--- config.mk ---
export PLATFORM = sky130hd
export DESIGN_NAME = iord_decode
export DESIGN_NICKNAME = d
export VERILOG_FILES = /design/src/design/iord_pkg.sv /design/src/design/iord_decode.sv
export VERILOG_INCLUDE_DIRS = /design/src /design/src/design
export SDC_FILE = /design/constraint.sdc
export NUM_CORES = 2
export LEC_CHECK = 0
export BUFFER_PORTS_ARGS = -buffer_cell sky130_fd_sc_hd__clkbuf_2
export CORE_MARGIN = 2
export CORE_UTILIZATION = 50
export DETAILED_ROUTE_END_ITERATION = 10
export PLACE_DENSITY = 0.68
export SYNTH_ARGS = -nofsm -noshare
export SYNTH_HDL_FRONTEND = slang
export SYNTH_SLANG_ARGS = --single-unit
--- constraint.sdc ---
create_clock -name mclk -period 3.8 [get_ports mclk]
set_clock_uncertainty 0.15 [all_clocks]
set_input_delay 0.57 -clock mclk [delete_from_list [all_inputs] [get_ports mclk]]
set_output_delay 0.57 -clock mclk [all_outputs]
set_load 0.005 [all_outputs]
--- src/design/iord_cfg.svh ---
// Purpose: constants for the i/o register space decoder
// Assumes: 8-bit data, 8-bit data-space address
// Notes: offsets are data-space addresses
`ifndef IORD_CFG_SVH
`define IORD_CFG_SVH
`define IORD_DS_OFFSET 8'h20
`define IORD_PORT_MAX 8'h3F
`define IORD_BIT_MAX 8'h1F
`define IORD_EXT_LO 8'h60
`define IORD_A_GPS0 8'h3E
`define IORD_A_EEAR_HI 8'h42
`define IORD_A_TMR_GEN 8'h43
`define IORD_A_T0_CTLA 8'h45
`define IORD_A_T0_CTLB 8'h46
`define IORD_A_T0_CNT 8'h47
`define IORD_A_T0_CMPA 8'h48
`define IORD_A_GPS1 8'h4A
`define IORD_A_GPS2 8'h4B
`define IORD_A_SPI_CTL 8'h4C
`define IORD_A_SPI_STS 8'h4D
`define IORD_A_SPI_DAT 8'h4E
`define IORD_A_CMP_CS 8'h50
`define IORD_A_DBG_DAT 8'h51
`define IORD_A_SLP_CTL 8'h53
`define IORD_A_RST_CAUSE 8'h54
`define IORD_A_CORE_CTL 8'h55
`define IORD_A_SELFPGM 8'h57
`define IORD_A_SP_LO 8'h5D
`define IORD_A_SP_HI 8'h5E
`define IORD_A_STATUS 8'h5F
`define IORD_A_WDOG 8'h60
`define IORD_A_CLK_PRE 8'h61
`define IORD_A_CLK_SW 8'h62
`define IORD_A_CLK_SEL 8'h63
`define IORD_A_PWR_RED 8'h64
`define IORD_A_OSC_TRIM 8'h66
`define IORD_A_PCI_CTL 8'h68
`define IORD_A_EXT_SENSE 8'h69
`define IORD_A_PC_MASK0 8'h6B
`define IORD_A_PC_MASK1 8'h6C
`define IORD_A_T0_IMASK 8'h6E
`define IORD_A_T1_IMASK 8'h6F
`define IORD_RESET_VAL 8'h00
`endif

--- src/design/iord_pkg.sv ---
// Purpose: types for the i/o register space decoder
// Assumes: single core master
// Notes: constants live in iord_cfg.svh
package iord_pkg;
	typedef enum logic [2:0] {
		IORD_OP_NONE,
		IORD_OP_PORT_RD,
		IORD_OP_PORT_WR,
		IORD_OP_MEM_RD,
		IORD_OP_MEM_WR,
		IORD_OP_BIT_SET,
		IORD_OP_BIT_CLR,
		IORD_OP_BIT_TEST
	} iord_op_t;
	typedef struct packed {
		iord_op_t op;
		logic [7:0] addr;
		logic [2:0] bit_sel;
		logic [7:0] wdata;
	} iord_req_t;
	typedef struct packed {
		logic [7:0] rdata;
		logic bit_val;
		logic hit;
	} iord_rsp_t;
endpackage : iord_pkg

--- src/design/iord_decode.sv ---
// Purpose: i/o register space decode and register bank
// Assumes: core issues one request per cycle; answer one cycle later
// Notes: port ops use i/o address, memory ops use data-space address
// Functional notes
// RL1: software writes zero to reserved bit positions when writing a register.
// RL2: the master never writes an address marked reserved.
// RL3: registers at i/o 0x00..0x1F accept single-bit set and clear operations.
// RL4: bit test on the bit-accessible range returns the selected bit's value.
// RL5: certain status flags clear when a one is written and keep on a zero.
// RL6: a single-bit operation changes only the addressed bit.
// RL7: bit operations above i/o 0x1F are ignored.
// RL8: port reads and writes use i/o addresses 0x00..0x3F.
// RL9: memory access reaches an i/o register at its i/o address plus 0x20.
// RL10: extended region 0x60..0xFF is reachable only by memory access.
// RL11: reserved addresses and bits read zero and ignore writes.
`timescale 1ns/1ps
`include "iord_cfg.svh"
module iord_decode (
	input wire logic mclk,
	input wire logic arst_n,
	input wire iord_pkg::iord_req_t req,
	input wire logic [7:0] flag_set,
	output iord_pkg::iord_rsp_t rsp_q,
	output logic [7:0] bit_reg_q,
	output logic [7:0] ctl_reg_q
);
	logic [7:0] daddr;
	logic valid;
	logic is_wr;
	logic is_bit;
	logic [7:0] regs_q [0:255];
	logic [7:0] rmask [0:255];
	logic [7:0] w1c_mask;
	logic [7:0] rd_val;

	// port ops carry i/o address; shift into data space
	always_comb begin
		daddr = req.addr;
		valid = 1'b0;
		is_wr = 1'b0;
		is_bit = 1'b0;
		unique case (req.op)
			iord_pkg::IORD_OP_PORT_RD, iord_pkg::IORD_OP_PORT_WR: begin
				daddr = req.addr + `IORD_DS_OFFSET; // RL9
				valid = req.addr <= `IORD_PORT_MAX; // RL8 RL10
				is_wr = req.op == iord_pkg::IORD_OP_PORT_WR;
			end
			iord_pkg::IORD_OP_MEM_RD, iord_pkg::IORD_OP_MEM_WR: begin
				valid = req.addr >= `IORD_DS_OFFSET; // RL9
				is_wr = req.op == iord_pkg::IORD_OP_MEM_WR;
			end
			iord_pkg::IORD_OP_BIT_SET, iord_pkg::IORD_OP_BIT_CLR, iord_pkg::IORD_OP_BIT_TEST: begin
				daddr = req.addr + `IORD_DS_OFFSET;
				valid = req.addr <= `IORD_BIT_MAX; // RL3 RL7
				is_bit = 1'b1;
			end
			iord_pkg::IORD_OP_NONE: begin
				valid = 1'b0;
			end
		endcase
	end

	// implemented-bit masks; everything else is reserved
	always_comb begin
		for (int i = 0; i < 256; i++) begin
			rmask[i] = 8'h00;
		end
		// one bit-accessible store so low-range bit ops have a target
		rmask[`IORD_A_GPS0] = 8'hFF; // RL3
		rmask[`IORD_A_EEAR_HI] = 8'h01;
		rmask[`IORD_A_TMR_GEN] = 8'h83;
		rmask[`IORD_A_T0_CTLA] = 8'hC3;
		rmask[`IORD_A_T0_CTLB] = 8'h87;
		rmask[`IORD_A_T0_CNT] = 8'hFF;
		rmask[`IORD_A_T0_CMPA] = 8'hFF;
		rmask[`IORD_A_GPS1] = 8'hFF;
		rmask[`IORD_A_GPS2] = 8'hFF;
		rmask[`IORD_A_SPI_CTL] = 8'hFF;
		rmask[`IORD_A_SPI_STS] = 8'hC1;
		rmask[`IORD_A_SPI_DAT] = 8'hFF;
		rmask[`IORD_A_CMP_CS] = 8'hFF;
		rmask[`IORD_A_DBG_DAT] = 8'hFF;
		rmask[`IORD_A_SLP_CTL] = 8'h07;
		rmask[`IORD_A_RST_CAUSE] = 8'h0F;
		rmask[`IORD_A_CORE_CTL] = 8'h70;
		rmask[`IORD_A_SELFPGM] = 8'h7F;
		rmask[`IORD_A_SP_LO] = 8'hFF;
		rmask[`IORD_A_SP_HI] = 8'hFF;
		rmask[`IORD_A_STATUS] = 8'hFF;
		rmask[`IORD_A_WDOG] = 8'hFF;
		rmask[`IORD_A_CLK_PRE] = 8'h8F;
		rmask[`IORD_A_CLK_SW] = 8'h9F;
		rmask[`IORD_A_CLK_SEL] = 8'h7F;
		rmask[`IORD_A_PWR_RED] = 8'h3F;
		rmask[`IORD_A_OSC_TRIM] = 8'hFF;
		rmask[`IORD_A_PCI_CTL] = 8'h03;
		rmask[`IORD_A_EXT_SENSE] = 8'h0F;
		rmask[`IORD_A_PC_MASK0] = 8'hFF;
		rmask[`IORD_A_PC_MASK1] = 8'hFF;
		rmask[`IORD_A_T0_IMASK] = 8'h03;
		rmask[`IORD_A_T1_IMASK] = 8'h27;
	end

	// write-one-to-clear flags; only the reset-cause flags are stored here
	always_comb begin
		w1c_mask = (daddr == `IORD_A_RST_CAUSE) ? 8'h0F : 8'h00;
	end

	assign rd_val = regs_q[daddr] & rmask[daddr]; // RL11

	// register bank; hardware flag set wins over a clearing write
	always_ff @(posedge mclk or negedge arst_n) begin
		if (!arst_n) begin
			for (int i = 0; i < 256; i++) begin
				regs_q[i] <= `IORD_RESET_VAL;
			end
		end else begin
			if (valid && is_wr) begin
				regs_q[daddr] <= ((req.wdata & ~w1c_mask) | (regs_q[daddr] & w1c_mask & ~req.wdata))
					& rmask[daddr]; // RL5 RL11
			end else if (valid && is_bit && req.op == iord_pkg::IORD_OP_BIT_SET) begin
				regs_q[daddr][req.bit_sel] <= rmask[daddr][req.bit_sel]; // RL3 RL6
			end else if (valid && is_bit && req.op == iord_pkg::IORD_OP_BIT_CLR) begin
				regs_q[daddr][req.bit_sel] <= 1'b0; // RL3 RL6
			end
			regs_q[`IORD_A_RST_CAUSE] <= (regs_q[`IORD_A_RST_CAUSE]
				& ~((valid && is_wr && daddr == `IORD_A_RST_CAUSE) ? req.wdata : 8'h00))
				| (flag_set & 8'h0F); // RL5
		end
	end

	// answer registered one cycle after the request
	always_ff @(posedge mclk or negedge arst_n) begin
		if (!arst_n) begin
			rsp_q <= '0;
		end else begin
			rsp_q.hit <= valid;
			rsp_q.rdata <= (valid && !is_wr && !is_bit) ? rd_val : 8'h00; // RL11
			rsp_q.bit_val <= valid && req.op == iord_pkg::IORD_OP_BIT_TEST && rd_val[req.bit_sel]; // RL4
		end
	end

	always_ff @(posedge mclk or negedge arst_n) begin
		if (!arst_n) begin
			bit_reg_q <= 8'h00;
			ctl_reg_q <= 8'h00;
		end else begin
			bit_reg_q <= regs_q[`IORD_A_RST_CAUSE];
			ctl_reg_q <= regs_q[`IORD_A_CORE_CTL];
		end
	end

	chk_bitop_range: assert property (@(posedge mclk) disable iff (!arst_n) // RL7
		(req.op == iord_pkg::IORD_OP_BIT_SET && req.addr > `IORD_BIT_MAX) |=> !rsp_q.hit)
		else $error("bit op above range answered");
	chk_port_range: assert property (@(posedge mclk) disable iff (!arst_n) // RL10
		(req.op == iord_pkg::IORD_OP_PORT_RD && req.addr > `IORD_PORT_MAX) |=> rsp_q.rdata == 8'h00)
		else $error("port op reached extended space");
	chk_w1c_flag: assert property (@(posedge mclk) disable iff (!arst_n) // RL5
		(valid && is_wr && daddr == `IORD_A_RST_CAUSE && flag_set == 8'h00)
		|=> (regs_q[`IORD_A_RST_CAUSE] & $past(req.wdata)) == 8'h00)
		else $error("flag not cleared by one");
	chk_bit_set: assert property (@(posedge mclk) disable iff (!arst_n) // RL3
		(req.op == iord_pkg::IORD_OP_BIT_SET && req.addr <= `IORD_BIT_MAX && flag_set == 8'h00)
		|=> regs_q[$past(daddr)] == ($past(rd_val) | ($past(rmask[daddr]) & (8'h01 << $past(req.bit_sel)))))
		else $error("bit set touched other bits");
	chk_bit_clear: assert property (@(posedge mclk) disable iff (!arst_n) // RL6
		(req.op == iord_pkg::IORD_OP_BIT_CLR && req.addr <= `IORD_BIT_MAX && flag_set == 8'h00)
		|=> regs_q[$past(daddr)] == ($past(rd_val) & ~(8'h01 << $past(req.bit_sel))))
		else $error("bit clear touched other bits");
	chk_set_wins: assert property (@(posedge mclk) disable iff (!arst_n) // RL5
		(valid && is_wr && daddr == `IORD_A_RST_CAUSE && (flag_set & 8'h0F) != 8'h00)
		|=> (regs_q[`IORD_A_RST_CAUSE] & $past(flag_set) & 8'h0F) == ($past(flag_set) & 8'h0F))
		else $error("clearing write beat a flag set");
	chk_port_offset: assert property (@(posedge mclk) disable iff (!arst_n) // RL9
		(req.op == iord_pkg::IORD_OP_PORT_RD && req.addr <= `IORD_PORT_MAX)
		|=> rsp_q.rdata == ($past(regs_q[req.addr + 8'h20]) & $past(rmask[req.addr + 8'h20])))
		else $error("port read not at shifted address");
	chk_reserved_read: assert property (@(posedge mclk) disable iff (!arst_n) // RL11
		(valid && !is_wr && !is_bit) |=> (rsp_q.rdata & ~$past(rmask[daddr])) == 8'h00)
		else $error("reserved bit read nonzero");
	cov_port_wr: cover property (@(posedge mclk) disable iff (!arst_n) req.op == iord_pkg::IORD_OP_PORT_WR);
	cov_bit_test: cover property (@(posedge mclk) disable iff (!arst_n) rsp_q.bit_val);
	cov_mem_rd: cover property (@(posedge mclk) disable iff (!arst_n) req.op == iord_pkg::IORD_OP_MEM_RD && valid);
endmodule : iord_decode

==> impl_metrics.tcl <==
set metrics [dict create \
    grt_antenna_before_repair 14 \
    drtAntennaViolNets 0 \
    clk_transition_reported_paths_ns 0.06 \
    fp.dieArea_sq_um 116000 \
    post_synth_instance_area_sq_um 56400 \
    worst-path-buf-inv 4 \
    p_total_mw 29.5 \
    post-dp-hpwl_um 147000 \
    post_drt_via_cell_ratio 6.32 \
    crit_required_ns 4.30 \
    setup-violations-final 0 \
    timing.critical_path.fanout_max 3 \
    share_of_total_power_in_the_clock_network 0.459 \
    clkSinkCount 1242 \
    outcome "completed" \
    dr.pass1.iters 6 \
    chipWidth_um 340 \
    arrival_time_of_the_worst_setup_path_ns 4.25 \
    yosysWarningCount 0 \
    wl_per_cell_um 29.1 \
    power_frac_seq 0.451 \
    insertion_delay_ns 0.78 \
    final_weighted_congestion_in_routability_driven_placement 1.01 \
    drc 0 \
    net-switching-power_mw 7.40 \
    dr_total_vias 44146 \
    grt-ovfl-total 0 \
    tritoncts_clock_tree "built" \
    number_of_buffers_inserted_by_post_cts_setup_repair 0 \
    ir_worst_vdd_v 0.000423 \
    drv_slew 0 \
    mappedNetlistNets 4832 \
    floorplan.core_area_sq_um 112000 \
    fin_crit_ns 3.75 \
    grt_first_pass_wirelength_um 300000 \
    power_frac_comb 0.090 \
    setup.worst_path.end_class "flip-flop" \
    cpPeakStageDelay_ns 0.50 \
    nNetsFinal 5416 \
    cell_internal_pwr_mw 22.1 \
    path_cells "mux4_2 > mux2i_1 > buf_4 > o311ai_0 > a2111oi_1 > and3_1 > a31oi_1 > buf_4 > o21ai_0 > buf_4 > a21oi_1 > buf_4 > mux2_2" \
    critPathKind "reg2reg" \
    netlist_instances 4791 \
    max_freq_ghz 0.267 \
    seq_area_frac_synth 0.551 \
    cts.path.max_buffers 3 \
    vert_die_dim_um 340 \
    ys_async_sr_fraction 1.00 \
    initial_util 0.503 \
    first_iter_violations 5531 \
    synth.distinct_cells 109 \
    ys.flop_type "sky130_fd_sc_hd__dfrtp_1" \
    fraction_of_final_layout_cells_sized_beyond_drive_strength_1 0.243 \
    postSynthRegisterBits 1242 \
    critPathSlowestCell "sky130_fd_sc_hd__a2111oi_1" \
    layout_worst_path_cycle_share 0.986 \
    synth-edff-count 0 \
    numCtsBuffers 133 \
    rsz0062_at_grt "no" \
    p_leak_nw 31.3 \
    number_of_global_route_vias_before_repair 43949 \
    power.switching_fraction 0.251 \
    most_common_cell_after_layout_fill_and_taps_aside "sky130_fd_sc_hd__dfrtp_1" \
    finish.utilization 0.602 \
    postSynthAreaPerCell_sq_um 11.8 \
    cp_common_cell "sky130_fd_sc_hd__buf_4" \
    grt_max_degree 111 \
    slew_of_the_pin_with_the_lowest_slew_margin_ns 1.29 \
    power_density_over_the_cells_nw_per_um2 437 \
    pin_count 58 \
    flow.area_growth_from_synthesis_pct 19.7 \
    timing.max_slew.rel_slack 0.142 \
    portBuffers 53 \
    global_route.usage.total 0.354 \
    critPathLaunchType "flip-flop" \
    rows 123 \
    hold_path.class "in2reg" \
    max_cap_viol 0 \
    drt_wl_total_um 203000 \
    critical_path.top_delay_family "compound AO/OA/AOI/OAI gates" \
    clock-root-buffer "sky130_fd_sc_hd__clkbuf_16" \
    mostFrequentLayoutCells "sky130_fd_sc_hd__dfrtp_1, sky130_fd_sc_hd__buf_4, sky130_fd_sc_hd__nand2_1, sky130_fd_sc_hd__a21boi_0, sky130_fd_sc_hd__o21ai_0" \
    finalHoldViolations 0 \
    number_of_levels_the_h_tree_was_split_into 4 \
]
## power groups by stage
stage,Sequential (mW),Combinational (mW),Clock (mW)
after floorplan,13.6,1.11,0
after global placement,13.6,2.55,0
after detailed placement,13.6,2.56,0
after CTS,13.3,2.58,13.7
after global routing,13.3,2.75,14.2
final,13.3,2.65,13.5
## flip-flops by register name, indices dropped and copies added (netlist names)
register	count
rsp_q	10
bit_reg_q	8
regs_q	1216
ctl_reg_q	8
## cells by family after synthesis
group / Yosys count / share of synthesized area
DFF: 1242 / 0.551
buffers and inverters: 353 / 0.0403
xor gates and xnor gates: 1 / 0.000155
AOI/OAI and AO/OA: 1450 / 0.170
adders and majority gates: 9 / 0.00200
and+or+nand+nor: 1288 / 0.112
muxes: 448 / 0.125
## cell type report
| cell class | count | area [sq um] |
|---|---|---|
| diodes | 4 | 10.0 |
| clock buffers | 194 | 3920 |
| clock inverters | 44 | 659 |
| fillers | 8983 | 44700 |
| inverters | 11 | 41.3 |
| multi-input cells | 3196 | 23200 |
| flip-flops and latches | 1242 | 31100 |
| well taps | 1500 | 1880 |
| repair buffers | 791 | 6750 |
## Yosys cell counts, types with 34 or more instances
cell type,number,area (sq um)
sky130_fd_sc_hd__nand2_1,426,1600
sky130_fd_sc_hd__buf_2,42,210
sky130_fd_sc_hd__o21ai_0,372,1860
sky130_fd_sc_hd__mux4_2,173,3900
sky130_fd_sc_hd__clkbuf_1,199,747
sky130_fd_sc_hd__dfrtp_1,1242,31100
sky130_fd_sc_hd__a21oi_1,182,911
sky130_fd_sc_hd__nor2b_1,258,1610
sky130_fd_sc_hd__o22ai_1,81,507
sky130_fd_sc_hd__o21a_1,61,458
sky130_fd_sc_hd__nor2_1,274,1030
sky130_fd_sc_hd__a21boi_0,418,3140
sky130_fd_sc_hd__mux2i_1,157,1570
sky130_fd_sc_hd__buf_6,34,383
sky130_fd_sc_hd__mux2_2,98,1100
sky130_fd_sc_hd__a22oi_1,58,435
sky130_fd_sc_hd__and2_1,171,1070
sky130_fd_sc_hd__nor3_1,34,170
## routing by layer
| metal | vias to the layer above | part of all wire | track usage |
|---|---|---|---|
| met5 | - | 0.00054 | 0 |
| met4 | 18 | 0.051 | 0.157 |
| met3 | 554 | 0.10 | 0.0910 |
| met2 | 2415 | 0.43 | 0.515 |
| met1 | 22697 | 0.41 | 0.502 |
| li1 | 18462 | - | - |
## through the flow
stage | cells | area, sq um | hold WS [ns] | worst slack (ns) | TNS (ns)
after global routing | 6979 | 67500 | 0.119 | 0.0447 | 0
after CTS | 6978 | 67500 | 0.0621 | 0.0996 | 0
after floorplan | 4791 | 56500 | 0.124 | 0.0266 | 0
final | 6982 | 67500 | 0.123 | 0.0547 | 0
after detailed placement | 6729 | 62800 | 0.252 | -0.624 | -33.61
after global placement | 6729 | 62800 | 0.240 | -0.570 | -28.23
## worst register-to-register path, cell delays in order, from the launching register on
cell,delay (ns)
sky130_fd_sc_hd__dfrtp_1,0.38
sky130_fd_sc_hd__mux4_2,0.47
sky130_fd_sc_hd__mux2i_1,0.15
sky130_fd_sc_hd__buf_4,0.18
sky130_fd_sc_hd__o311ai_0,0.25
sky130_fd_sc_hd__a2111oi_1,0.51
sky130_fd_sc_hd__and3_1,0.27
sky130_fd_sc_hd__a31oi_1,0.06
sky130_fd_sc_hd__buf_4,0.17
sky130_fd_sc_hd__o21ai_0,0.32
sky130_fd_sc_hd__buf_4,0.18
sky130_fd_sc_hd__a21oi_1,0.11
sky130_fd_sc_hd__buf_4,0.18
sky130_fd_sc_hd__mux2_2,0.27
## final timing paths
| kind | from | end | slack (ns) | depth (start not counted) |
|---|---|---|---|---|
| max reg2reg | regs_q[1768] | regs_q[1344] | 0.05 | 13 |
| max | regs_q[1768] | regs_q[1344] | 0.05 | 13 |
| min in group asynchronous | arst_n | regs_q[376] | 0.27 | 2 |
| max in group asynchronous | arst_n | regs_q[1666] | 2.08 | 3 |
| min | req[0] | regs_q[1368] | 0.12 | 3 |
| min reg2reg | regs_q[1367] | ctl_reg_q[7] | 0.26 | 0 |
## what timing repair did
action | CTS | global route
setup endpoints to repair | 1 | 3
hold buffers | 11 | 0
hold endpoints to repair | 78 | 0
pin swaps | 0 | 1
resized for setup | 1 | 0
Power figures use the tool's default switching activity.
